## src/common/yfu_pkg.sv

```systemverilog
// shared constants for the planar yuv frame unpacker
`default_nettype none
package yfu_pkg;
   // -----------------------------------------------------------------
   // memory layout
   // -----------------------------------------------------------------
   localparam int          YFU_BYTE_W    = 8;
   localparam int          YFU_WORD_W    = 32;
   localparam int          YFU_LANES     = 4;
   localparam logic [31:0] YFU_WORD_STEP = 32'h0000_0004;
   localparam logic [1:0]  YFU_ALIGN_0   = 2'h0;
   // semiplanar chroma pair: cr in the even lane, cb in the odd lane
   localparam logic [1:0]  YFU_SP_CR     = 2'h0;
   localparam logic [1:0]  YFU_SP_CB     = 2'h1;
   // -----------------------------------------------------------------
   // input formats
   // -----------------------------------------------------------------
   localparam logic [1:0]  YFU_MODE_422P  = 2'h0;
   localparam logic [1:0]  YFU_MODE_420P  = 2'h1;
   localparam logic [1:0]  YFU_MODE_420SP = 2'h2;
   // -----------------------------------------------------------------
   // fetch sequencer
   // -----------------------------------------------------------------
   typedef enum logic [2:0] {ST_IDLE, ST_LUMA, ST_CR, ST_CB, ST_EMIT} yfu_state_type;
   localparam int          YFU_FIFO_DEPTH = 32;
   localparam int          YFU_PIX_W      = 25;   // last, cr, cb, y
endpackage : yfu_pkg
`default_nettype wire

```

## src/rtl/yfu_unpacker.sv

```systemverilog
// planar / semiplanar yuv frame unpacker with its output fifo
`timescale 1ns/10ps
`default_nettype none

// -----------------------------------------------------------------
// output fifo with a registered read stage
// -----------------------------------------------------------------
module yfu_fifo #(
   parameter int W     = 25,
   parameter int DEPTH = 32
) (
   input  wire logic         clk,        // system clock
   input  wire logic         rst_n,      // async reset, active low
   input  wire logic         ce,         // clock enable
   input  wire logic         in_valid,   // write request
   output logic              in_ready,   // room left
   input  wire logic [W-1:0] in_data,    // write data
   output logic              out_valid,  // read stage holds data
   input  wire logic         out_ready,  // consumer takes data
   output logic [W-1:0]      out_data    // read stage data
);
   localparam int AW = $clog2(DEPTH);
   if (DEPTH < 2 || (1 << AW) != DEPTH)
   begin : g_bad_depth
      $error("fifo depth must be a power of two, at least 2");
   end

   logic [W-1:0] mem_q [DEPTH];
   logic [AW-1:0] wr_q;
   logic [AW-1:0] rd_q;
   logic [AW:0]   cnt_q;
   logic          push;
   logic          pop;

   // the count is one bit wider than the pointers so that a full store is told from an empty one
   assign in_ready = (cnt_q < (AW+1)'(DEPTH));
   assign push     = ce && in_valid && in_ready;
   assign pop      = ce && (cnt_q != '0) && (!out_valid || out_ready);

   always_ff @(posedge clk)
   begin
      if (push)
         mem_q[wr_q] <= in_data;
   end

   always_ff @(posedge clk or negedge rst_n)
   begin
      if (!rst_n)
      begin
         wr_q  <= '0;
         rd_q  <= '0;
         cnt_q <= '0;
      end
      else
      begin
         if (push)
            wr_q <= wr_q + AW'(1);
         if (pop)
            rd_q <= rd_q + AW'(1);
         if (push && !pop)
            cnt_q <= cnt_q + (AW+1)'(1);
         else if (pop && !push)
            cnt_q <= cnt_q - (AW+1)'(1);
      end
   end

   always_ff @(posedge clk or negedge rst_n)
   begin
      if (!rst_n)
      begin
         out_valid <= 1'b0;
         out_data  <= '0;
      end
      else if (pop)
      begin
         out_valid <= 1'b1;
         out_data  <= mem_q[rd_q];
      end
      else if (ce && out_ready)
         out_valid <= 1'b0;
   end
endmodule // yfu_fifo

// What this block does
// - In 4:2:2 planar mode luma sample n of a word comes from byte lane n, lowest lane first.
// - In 4:2:2 planar mode chroma sample n of a word comes from byte lane n, lowest lane first.
// - In planar modes Y, Cr and Cb sit in three separate planes, each in raster order, fetched separately.
// - Every plane starts on a word boundary, so only whole aligned words are fetched.
// - In 4:2:0 planar mode luma samples 0 to 3 come from bytes 0 to 3 of the first word.
// - In 4:2:0 planar mode luma continues in the next word, sample index equal to byte offset.
// - In 4:2:0 planar mode chroma samples 0 to 3 come from bytes 0 to 3 of the first word.
// - In 4:2:0 planar mode chroma samples 4 to 7 come from bytes 4 to 7, the next word.
// - In 4:2:0 semiplanar mode each luma word gives four samples, lane 0 first.
// - In 4:2:0 semiplanar mode chroma words hold Cr0, Cb0, Cr1, Cb1 from lane 0 upward.
// - For 4:2:2 one chroma pair serves two horizontally adjacent pixels.
// - For 4:2:0 one chroma pair serves a two-by-two pixel block, so a chroma line is used twice.
module yfu_unpacker #(
   parameter int DIM_W      = 12,
   parameter int FIFO_DEPTH = yfu_pkg::YFU_FIFO_DEPTH
) (
   input  wire logic             clk,         // 125 MHz system clock
   input  wire logic             rst_n,       // async reset, active low
   input  wire logic             ce,          // clock enable, freezes all state
   input  wire logic             start,       // begin one frame
   input  wire logic [1:0]       cfg_mode,    // input format
   input  wire logic [31:0]      cfg_y_base,  // luma plane base
   input  wire logic [31:0]      cfg_cr_base, // cr plane, or interleaved plane
   input  wire logic [31:0]      cfg_cb_base, // cb plane
   input  wire logic [DIM_W-1:0] cfg_width,   // pixels per line, multiple of 8
   input  wire logic [DIM_W-1:0] cfg_height,  // lines per frame
   output logic                  busy,        // frame in progress
   output logic                  mem_req,     // word read request
   output logic [31:0]           mem_addr,    // word address
   input  wire logic             mem_rvalid,  // read data returned
   input  wire logic [31:0]      mem_rdata,   // read data
   output logic                  pix_valid,   // pixel available
   input  wire logic             pix_ready,   // sink takes pixel
   output logic [7:0]            pix_y,       // luminance
   output logic [7:0]            pix_cb,      // blue chroma
   output logic [7:0]            pix_cr,      // red chroma
   output logic                  pix_last     // last pixel of frame
);
   if (DIM_W < 4)
   begin : g_bad_dim
      $error("dimension width too small");
   end

   // -----------------------------------------------------------------
   // byte lane pick
   // -----------------------------------------------------------------
   function automatic logic [7:0] lane(input logic [31:0] w, input logic [1:0] idx);
      lane = w[idx*yfu_pkg::YFU_BYTE_W +: yfu_pkg::YFU_BYTE_W];
   endfunction

   yfu_pkg::yfu_state_type state_q;
   logic [1:0]        mode_q;
   logic [31:0]       y_addr_q;
   logic [31:0]       cr_addr_q;
   logic [31:0]       cb_addr_q;
   logic [31:0]       cr_line_q;
   logic [31:0]       cb_line_q;
   logic [31:0]       y_word_q;
   logic [31:0]       cr_word_q;
   logic [31:0]       cb_word_q;
   logic [DIM_W-1:0]  col_q;
   logic [DIM_W-1:0]  row_q;
   logic [DIM_W-1:0]  width_q;
   logic [DIM_W-1:0]  height_q;
   logic [1:0]        k_q;
   logic              semi;
   logic              push;
   logic              in_ready;
   logic              line_end;
   logic              frame_end;
   logic [1:0]        cidx;
   logic [7:0]        px_y;
   logic [7:0]        px_cr;
   logic [7:0]        px_cb;

   assign semi      = (mode_q == yfu_pkg::YFU_MODE_420SP);
   assign push      = ce && (state_q == yfu_pkg::ST_EMIT) && in_ready;
   assign line_end  = (col_q + DIM_W'(4)) == width_q;
   assign frame_end = line_end && (row_q + DIM_W'(1)) == height_q;
   // planar: two pixels per chroma sample, eight pixels per chroma word
   assign cidx      = {col_q[2], k_q[1]};

   // -----------------------------------------------------------------
   // pixel assembly
   // -----------------------------------------------------------------
   always_comb
   begin
      px_y = lane(y_word_q, k_q);
      if (semi)
      begin
         px_cr = lane(cr_word_q, {k_q[1], yfu_pkg::YFU_SP_CR[0]});
         px_cb = lane(cr_word_q, {k_q[1], yfu_pkg::YFU_SP_CB[0]});
      end
      else
      begin
         px_cr = lane(cr_word_q, cidx);
         px_cb = lane(cb_word_q, cidx);
      end
   end

   // -----------------------------------------------------------------
   // fetch sequencer
   // -----------------------------------------------------------------
   always_ff @(posedge clk or negedge rst_n)
   begin
      if (!rst_n)
      begin
         state_q   <= yfu_pkg::ST_IDLE;
         mode_q    <= yfu_pkg::YFU_MODE_422P;
         {y_addr_q, cr_addr_q, cb_addr_q, cr_line_q, cb_line_q} <= '0;
         {y_word_q, cr_word_q, cb_word_q} <= '0;
         {col_q, row_q, width_q, height_q} <= '0;
         k_q       <= '0;
         mem_req   <= 1'b0;
         mem_addr  <= '0;
         busy      <= 1'b0;
      end
      else if (ce)
      begin
         case (state_q)
            yfu_pkg::ST_IDLE:
               if (start)
               begin
                  mode_q    <= cfg_mode;
                  // planes kept apart, each on a word boundary
                  y_addr_q  <= {cfg_y_base[31:2], yfu_pkg::YFU_ALIGN_0};
                  cr_addr_q <= {cfg_cr_base[31:2], yfu_pkg::YFU_ALIGN_0};
                  cb_addr_q <= {cfg_cb_base[31:2], yfu_pkg::YFU_ALIGN_0};
                  cr_line_q <= {cfg_cr_base[31:2], yfu_pkg::YFU_ALIGN_0};
                  cb_line_q <= {cfg_cb_base[31:2], yfu_pkg::YFU_ALIGN_0};
                  width_q   <= cfg_width;
                  height_q  <= cfg_height;
                  col_q     <= '0;
                  row_q     <= '0;
                  busy      <= 1'b1;
                  mem_req   <= 1'b1;
                  mem_addr  <= {cfg_y_base[31:2], yfu_pkg::YFU_ALIGN_0};
                  state_q   <= yfu_pkg::ST_LUMA;
               end
            yfu_pkg::ST_LUMA:
               if (mem_rvalid)
               begin
                  y_word_q <= mem_rdata;
                  y_addr_q <= y_addr_q + yfu_pkg::YFU_WORD_STEP;
                  // semiplanar needs a chroma word per luma word, planar one per two
                  if (semi || col_q[2:0] == 3'h0)
                  begin
                     mem_addr <= cr_addr_q;
                     state_q  <= yfu_pkg::ST_CR;
                  end
                  else
                  begin
                     mem_req <= 1'b0;
                     k_q     <= '0;
                     state_q <= yfu_pkg::ST_EMIT;
                  end
               end
            yfu_pkg::ST_CR:
               if (mem_rvalid)
               begin
                  cr_word_q <= mem_rdata;
                  cr_addr_q <= cr_addr_q + yfu_pkg::YFU_WORD_STEP;
                  if (semi)
                  begin
                     mem_req <= 1'b0;
                     k_q     <= '0;
                     state_q <= yfu_pkg::ST_EMIT;
                  end
                  else
                  begin
                     mem_addr <= cb_addr_q;
                     state_q  <= yfu_pkg::ST_CB;
                  end
               end
            yfu_pkg::ST_CB:
               if (mem_rvalid)
               begin
                  cb_word_q <= mem_rdata;
                  cb_addr_q <= cb_addr_q + yfu_pkg::YFU_WORD_STEP;
                  mem_req   <= 1'b0;
                  k_q       <= '0;
                  state_q   <= yfu_pkg::ST_EMIT;
               end
            yfu_pkg::ST_EMIT:
               if (in_ready)
               begin
                  k_q <= k_q + 2'h1;
                  if (k_q == 2'h3)
                  begin
                     col_q <= line_end ? '0 : col_q + DIM_W'(4);
                     if (line_end)
                     begin
                        row_q <= row_q + DIM_W'(1);
                        // 4:2:0 chroma line serves two luma lines: replay it once
                        if (mode_q != yfu_pkg::YFU_MODE_422P && !row_q[0])
                        begin
                           cr_addr_q <= cr_line_q;
                           cb_addr_q <= cb_line_q;
                        end
                        else
                        begin
                           cr_line_q <= cr_addr_q;
                           cb_line_q <= cb_addr_q;
                        end
                     end
                     if (frame_end)
                     begin
                        busy    <= 1'b0;
                        state_q <= yfu_pkg::ST_IDLE;
                     end
                     else
                     begin
                        mem_req  <= 1'b1;
                        mem_addr <= y_addr_q;
                        state_q  <= yfu_pkg::ST_LUMA;
                     end
                  end
               end
            default:
               state_q <= yfu_pkg::ST_IDLE;
         endcase
      end
   end

   // -----------------------------------------------------------------
   // output buffer: a stalled sink stops the fetcher once it is full
   // -----------------------------------------------------------------
   yfu_fifo #(
      .W     (yfu_pkg::YFU_PIX_W),
      .DEPTH (FIFO_DEPTH)
   ) u_fifo (
      .clk       (clk),
      .rst_n     (rst_n),
      .ce        (ce),
      .in_valid  (state_q == yfu_pkg::ST_EMIT),
      .in_ready  (in_ready),
      .in_data   ({frame_end && k_q == 2'h3, px_cr, px_cb, px_y}),
      .out_valid (pix_valid),
      .out_ready (pix_ready),
      .out_data  ({pix_last, pix_cr, pix_cb, pix_y})
   );

   // -----------------------------------------------------------------
   // checks
   // -----------------------------------------------------------------
   fetch_hold_a: assert property (@(posedge clk) disable iff (!rst_n)
      mem_req && !mem_rvalid |=> mem_req && $stable(mem_addr))
      else $error("read request dropped or address moved while waiting");
   word_align_a: assert property (@(posedge clk) disable iff (!rst_n)
      mem_req |-> mem_addr[1:0] == yfu_pkg::YFU_ALIGN_0)
      else $error("unaligned word fetch");
   plane_start_a: assert property (@(posedge clk) disable iff (!rst_n)
      ce && state_q == yfu_pkg::ST_IDLE && start |=>
      mem_req && mem_addr[31:2] == $past(cfg_y_base[31:2]) && cr_addr_q[31:2] == $past(cfg_cr_base[31:2]))
      else $error("frame did not start at the luma plane base");
   luma_step_a: assert property (@(posedge clk) disable iff (!rst_n)
      ce && state_q == yfu_pkg::ST_LUMA && mem_rvalid |=>
      y_addr_q == $past(y_addr_q) + yfu_pkg::YFU_WORD_STEP && $stable(cb_addr_q))
      else $error("luma address did not advance by one word alone");
   luma_lane_a: assert property (@(posedge clk) disable iff (!rst_n)
      push && k_q == 2'h2 |-> px_y == y_word_q[23:16])
      else $error("luma sample 2 not from byte lane 2");
   planar_chroma_a: assert property (@(posedge clk) disable iff (!rst_n)
      push && !semi && col_q[2] && k_q == 2'h3 |-> px_cr == cr_word_q[31:24])
      else $error("planar chroma lane wrong");
   semi_pair_a: assert property (@(posedge clk) disable iff (!rst_n)
      push && semi && k_q == 2'h2 |-> px_cr == cr_word_q[23:16] && px_cb == cr_word_q[31:24])
      else $error("semiplanar chroma pair wrong");
   chroma_replay_a: assert property (@(posedge clk) disable iff (!rst_n)
      push && k_q == 2'h3 && line_end && !row_q[0] && mode_q == yfu_pkg::YFU_MODE_420P
      |=> cr_addr_q == $past(cr_line_q))
      else $error("4:2:0 chroma line not replayed");
endmodule // yfu_unpacker
`default_nettype wire

```

## config.mk

```make
export PLATFORM = sky130hd
export DESIGN_NAME = yfu_unpacker
export DESIGN_NICKNAME = d
export VERILOG_FILES = /design/src/common/yfu_pkg.sv /design/src/rtl/yfu_unpacker.sv
export SDC_FILE = /design/constraint.sdc
export NUM_CORES = 2
export LEC_CHECK = 0
export ABC_AREA = 1
export BUFFER_PORTS_ARGS = -buffer_cell sky130_fd_sc_hd__buf_2
export CAP_MARGIN = 20
export CORE_MARGIN = 1
export CORE_UTILIZATION = 55
export DETAILED_ROUTE_END_ITERATION = 6
export GPL_ROUTABILITY_DRIVEN = 0
export GPL_TIMING_DRIVEN = 0
export PLACE_DENSITY = 0.72
export SYNTH_ARGS = -nofsm -noshare
export SYNTH_HDL_FRONTEND = slang
export SYNTH_SLANG_ARGS = --single-unit
```

## constraint.sdc

```tcl
create_clock -name clk -period 5.1 [get_ports clk]
set_input_delay 0.255 -clock clk [delete_from_list [all_inputs] [get_ports clk]]
set_output_delay 0.255 -clock clk [all_outputs]
set_load 0.1 [all_outputs]
```

==> tab_implementation.tex <==
\begin{tabular}{lr}
\hline
Metric & Value \\
\hline
\multicolumn{2}{l}{\textbf{Run status}} \\
Run status & finished with violations \\
Violated checks & design-rule violations \\
\multicolumn{2}{l}{\textbf{Yosys}} \\
Combined area of all synthesized cells & 52,440 um2 \\
Post-synthesis sequential element count & 1,183 \\
Async set-or-reset flop fraction in the synthesized netlist & 32.38\% \\
Number of instances in the synthesized netlist & $\sim$5,200 \\
Synthesized Nets & 5,361 \\
Yosys top cell by area & edfxtp\_1 \\
Unique masters post-synth & 54 \\
Top-count cell post-synth & nand2\_1 \\
Top cell types by occurrence after synthesis & nand2\_1, edfxtp\_1, o21ai\_0 \\
Count of flip-flops with a built-in enable after synthesis & 800 \\
Top cells by area in the synthesized netlist & edfxtp\_1, dfrtp\_1, o21ai\_0, nand2\_1, nor2\_1 \\
Ys flop type & edfxtp\_1 \\
Top-area cell type share of the netlist area & $\sim$46\% \\
Avg Synthesized Cell Area & 10.12 um2 \\
Number of warnings issued by yosys & 0 \\
Portion of the post-synthesis area used by sequential elements & 64.09\% \\
\multicolumn{2}{l}{\textbf{Route}} \\
Iteration-0 DRC Markers & just under 7,000 \\
First-pass detailed-route iteration total & 7 \\
Count of nets left with antenna violations after detail routing & 0 \\
Overall routed net length & between 150,000 and 200,000 um \\
Total vias in the final route & 44,999 \\
Mean routed wirelength per cell & 25.53 um \\
Avg Vias per Cell & 6.369 \\
DRC violations left & 1 \\
\multicolumn{2}{l}{\textbf{Setup path}} \\
Cell seen most often among critical-path stages & nand2\_1 \\
Max incr delay on CP & $\sim$0.9 ns \\
Critical Path Slowest Stage Cell & clkbuf\_1 \\
Crit Path Category & flop to flop \\
Crit path arrival time & 5.28 ns \\
Critical Path RT & 5.74 ns \\
Capturing point of the worst reg2reg path & u\_fifo.cnt\_q[5]\$\_DFFE\_PN0P\_ \\
Worst setup slack for register-to-register paths & $\sim$0.46 ns \\
Type of element capturing the critical path & flop \\
CP cell instances & nor4\_1, nand2\_1, nand3\_1, clkbuf\_1, clkbuf\_1, ha\_1, inv\_1, ha\_1, nand2\_1, nand2\_1, a31oi\_1, nor2\_1, nor2\_1, o21bai\_1, a21oi\_1, o21ai\_0, nand2\_1, nand2\_1 \\
Reg-to-Reg Start & u\_fifo.cnt\_q[1]\$\_DFFE\_PN0P\_ \\
Crit path max fanout & 10 \\
Top cell family by delay on the critical path & buffers and inverters \\
Logic depth of the worst register-to-register path & 18 \\
Buffers plus inverters on the worst setup path & 3 \\
Startpoint class of the critical path & flop \\
\multicolumn{2}{l}{\textbf{STA}} \\
Worst Slack Setup Final & 0.4591 ns \\
RSZ-0062 raised after global routing & false \\
Count of final setup violators & 0 \\
Max Freq & 215.5 MHz \\
Setup TNS Final & 0 ns \\
Worst clock skew on the final layout & 0.05344 ns \\
Final Slew Violations & 0 \\
Worst-margin pin slew & 1.148 ns \\
Number of failing hold endpoints at the final stage & 0 \\
Share of the clock period used by the worst path after layout & between 90\% and 100\% \\
Minimum clock period after layout & 4.641 ns \\
Relative slew slack & 23.45\% \\
\multicolumn{2}{l}{\textbf{Die}} \\
Io pins & 220 \\
DIE AREA & 96,590 um2 \\
Row Count & between 100 and 150 \\
Horizontal extent of the die & 310.8 um \\
Core outline area & 93,890 um2 \\
Effective utilization at floorplan & 55.85\% \\
Die height & between 300 and 400 um \\
\multicolumn{2}{l}{\textbf{Clocking}} \\
Buffer depth of the longest clock path & 3 \\
Count of instances resized after the clock tree is built & 0 \\
TritonCTS clock tree & yes \\
Clock edge transition at the registers on the reported setup and hold paths & about 0.070 ns \\
Worst skew pair latency & 0.75 ns \\
Level count of the clock H-tree & 3 \\
Clock Root Buffer & clkbuf\_16 \\
Buffers inserted during post-CTS setup optimization & 0 \\
Clock Sink Count & 1,183 \\
CTS buffer count & 117 \\
\multicolumn{2}{l}{\textbf{Power and ir drop}} \\
Clock power frac & roughly a fifth \\
Switching part of the total power & 45.08\% \\
Cell-internal power & 0.02310 W \\
Maximum vdd drop & 0.7054 mV \\
Static leakage & 23.53 nW \\
Net switching power & between 0.015 and 0.02 W \\
Power density normalized to cell area & 679.1 nW/um2 \\
Combinational share of power & 43.9\% \\
Portion of total power attributed to sequential cells & 34.9\% \\
\multicolumn{2}{l}{\textbf{Layout}} \\
Final nets & around 6,000 \\
Share of final-layout standard cells stronger than drive strength 1 & 9.966\% \\
Fin util & 65.98\% \\
Final design instance area without fill & around 62,000 um2 \\
Count of non-filler cells in the finished layout & approximately 7,100 \\
Post-synthesis to final-layout area growth & 18.13\% \\
\multicolumn{2}{l}{\textbf{Global route}} \\
Global-route layer with the greatest usage & met2 \\
Number of global-route vias before repair & 43,047 \\
GRT met2 Usage & between 50 and 60\% \\
Pin count of the biggest net entering global routing & 109 \\
Global-route wire length before repair & about 270,000 um \\
Number of antenna violations at the first check in global routing & 6 \\
Total grt overflow & 0 \\
Global-route track usage on met1 & around 48\% \\
Global-route usage over all layers & $\sim$37\% \\
GR met3 Demand/Resource & 8.358\% \\
\multicolumn{2}{l}{\textbf{Worst hold path}} \\
Path category of the worst min-delay check & input pin to flop \\
Hold Path Stages & 5 \\
Worst hold path startpoint & cfg\_y\_base[5] \\
Hold path endpoint & y\_addr\_q[5]\$\_DFFE\_PN0P\_ \\
\multicolumn{2}{l}{\textbf{Placed design}} \\
IO Port Bufs & 213 \\
Post-placement cell area & around 56,000 um2 \\
Half-perimeter wire length after placement & approximately 120,000 um \\
Post-place setup slack & $\sim$0.50 ns \\
Number of placed cells counting well taps & approximately 6,700 \\
\multicolumn{2}{l}{\textbf{Run}} \\
Reported max-cap violation count & 0 \\
\hline
\end{tabular}
worst max path at each step:
| stage | to | start | depth (start not counted) | slack, ns |
|---|---|---|---|---|
| 3_5_place_dp | u_fifo.cnt_q[5]$_DFFE_PN0P_ | u_fifo.cnt_q[1]$_DFFE_PN0P_ | 18 | 0.50 |
| 5_1_grt | u_fifo.cnt_q[5]$_DFFE_PN0P_ | u_fifo.cnt_q[1]$_DFFE_PN0P_ | 18 | 0.18 |
| 6_report | u_fifo.cnt_q[5]$_DFFE_PN0P_ | u_fifo.cnt_q[1]$_DFFE_PN0P_ | 18 | 0.46 |
| 4_1_cts | u_fifo.cnt_q[5]$_DFFE_PN0P_ | u_fifo.cnt_q[1]$_DFFE_PN0P_ | 18 | 0.49 |
| 3_3_place_gp | y_word_q[20]$_DFFE_PN0P_ | rst_n | 1 | -4.30 |
| 2_1_floorplan | u_fifo.cnt_q[5]$_DFFE_PN0P_ | u_fifo.out_valid$_DFFE_PN0P_ | 17 | 1.79 |
stage by stage:
step                      hold slack, ns  total power (W)
after floorplan                 -0.04059          0.02467
after global placement            0.4541          0.03100
after detailed placement          0.1696          0.03222
after CTS                       0.003003          0.04110
after global routing             0.03678          0.04341
final                            0.05472          0.04207
repair_timing:
action                                  CTS  global route
hold buffers                            150             0
endpoints found under the setup margin    0             0
hold endpoints to repair                364             0
worst register-to-register path, delay by kind of cell, from the launching register on:
| kind | cells | cell delay, ns |
|---|---|---|
| buffers and inverters | 3 | 1.71 |
| AND/OR/NAND/NOR | 9 | 1.09 |
| adder cells (fa/ha/maj) | 2 | 0.67 |
| AO/OA/AOI/OAI | 4 | 0.61 |
| flip-flops | 1 | 0.44 |
logic make-up (layout without fill, tap and decap cells):
kind of cell	Yosys count	after routing	share of synthesized area, %
xor gates and xnor gates	19	19	0.3173
and+or+nand+nor	1982	1982	15.68
muxes	10	10	0.2147
AOI/OAI and AO/OA	1398	1398	14.92
DFF	1183	1183	64.09
adders and majority gates	17	17	0.4199
other	0	1	0
buffers and inverters	575	1201	4.364
sequential cells by signal (all words and copies together) (netlist names), 25 cells and up:
name             count
cb_word_q           32
cb_line_q           32
cr_word_q           32
cb_addr_q           32
u_fifo.out_data     25
cr_line_q           32
u_fifo.mem_q       800
y_word_q            32
mem_addr            32
y_addr_q            30
cr_addr_q           32
power groups by stage:
stage                     registers [W]  clock network (W)  logic [W]
after floorplan                  0.0159                  0    0.00873
after global placement           0.0151                  0     0.0159
after detailed placement         0.0148                  0     0.0175
after CTS                        0.0146            0.00887     0.0176
after global routing             0.0148            0.00925     0.0194
final                            0.0147            0.00890     0.0185
per-layer routing:
metal	routed length [um]	part of all wire [%]
met5	51	0.028
met3	23170	13
met1	64070	36
met4	13160	7.3
met2	79940	44
placed cells by master, fill, tap and decap left out, types with 8 or more instances in the layout:
master / n
buf_12: 18
ha_1: 16
nand4_1: 99
clkinv_2: 25
dfrtp_1: 383
clkinv_1: 8
nor2_1: 629
o21ai_0: 704
o22ai_4: 9
a21oi_1: 255
clkbuf_1: 292
inv_2: 9
dlygate4sd3_1: 150
clkbuf_8: 21
inv_1: 241
a221oi_1: 18
a31oi_1: 9
xor2_1: 17
o211ai_1: 25
o221ai_1: 82
nor3_1: 22
buf_16: 16
bufinv_16: 8
o22ai_1: 159
nor2_4: 33
clkbuf_16: 118
buf_6: 12
o21ai_1: 85
edfxtp_1: 800
nand2_1: 904
nor4_1: 9
nand3b_1: 11
buf_2: 238
a221o_1: 15
buf_1: 19
nand3_1: 243
layout make-up:
type / count / area, um2
Inverter: 254 / 953.4
Multi-Input combinational cell: 3426 / 17040
Buffer: 321 / 1335
Tap cell: 1254 / 1569
Sequential cell: 1183 / 33610
Antenna cell: 1 / 2.502
Clock inverter: 54 / 618.1
Clock buffer: 169 / 3354
Timing Repair Buffer: 403 / 3468
Fill cell: 7045 / 31940
Power figures use the tool's default switching activity.
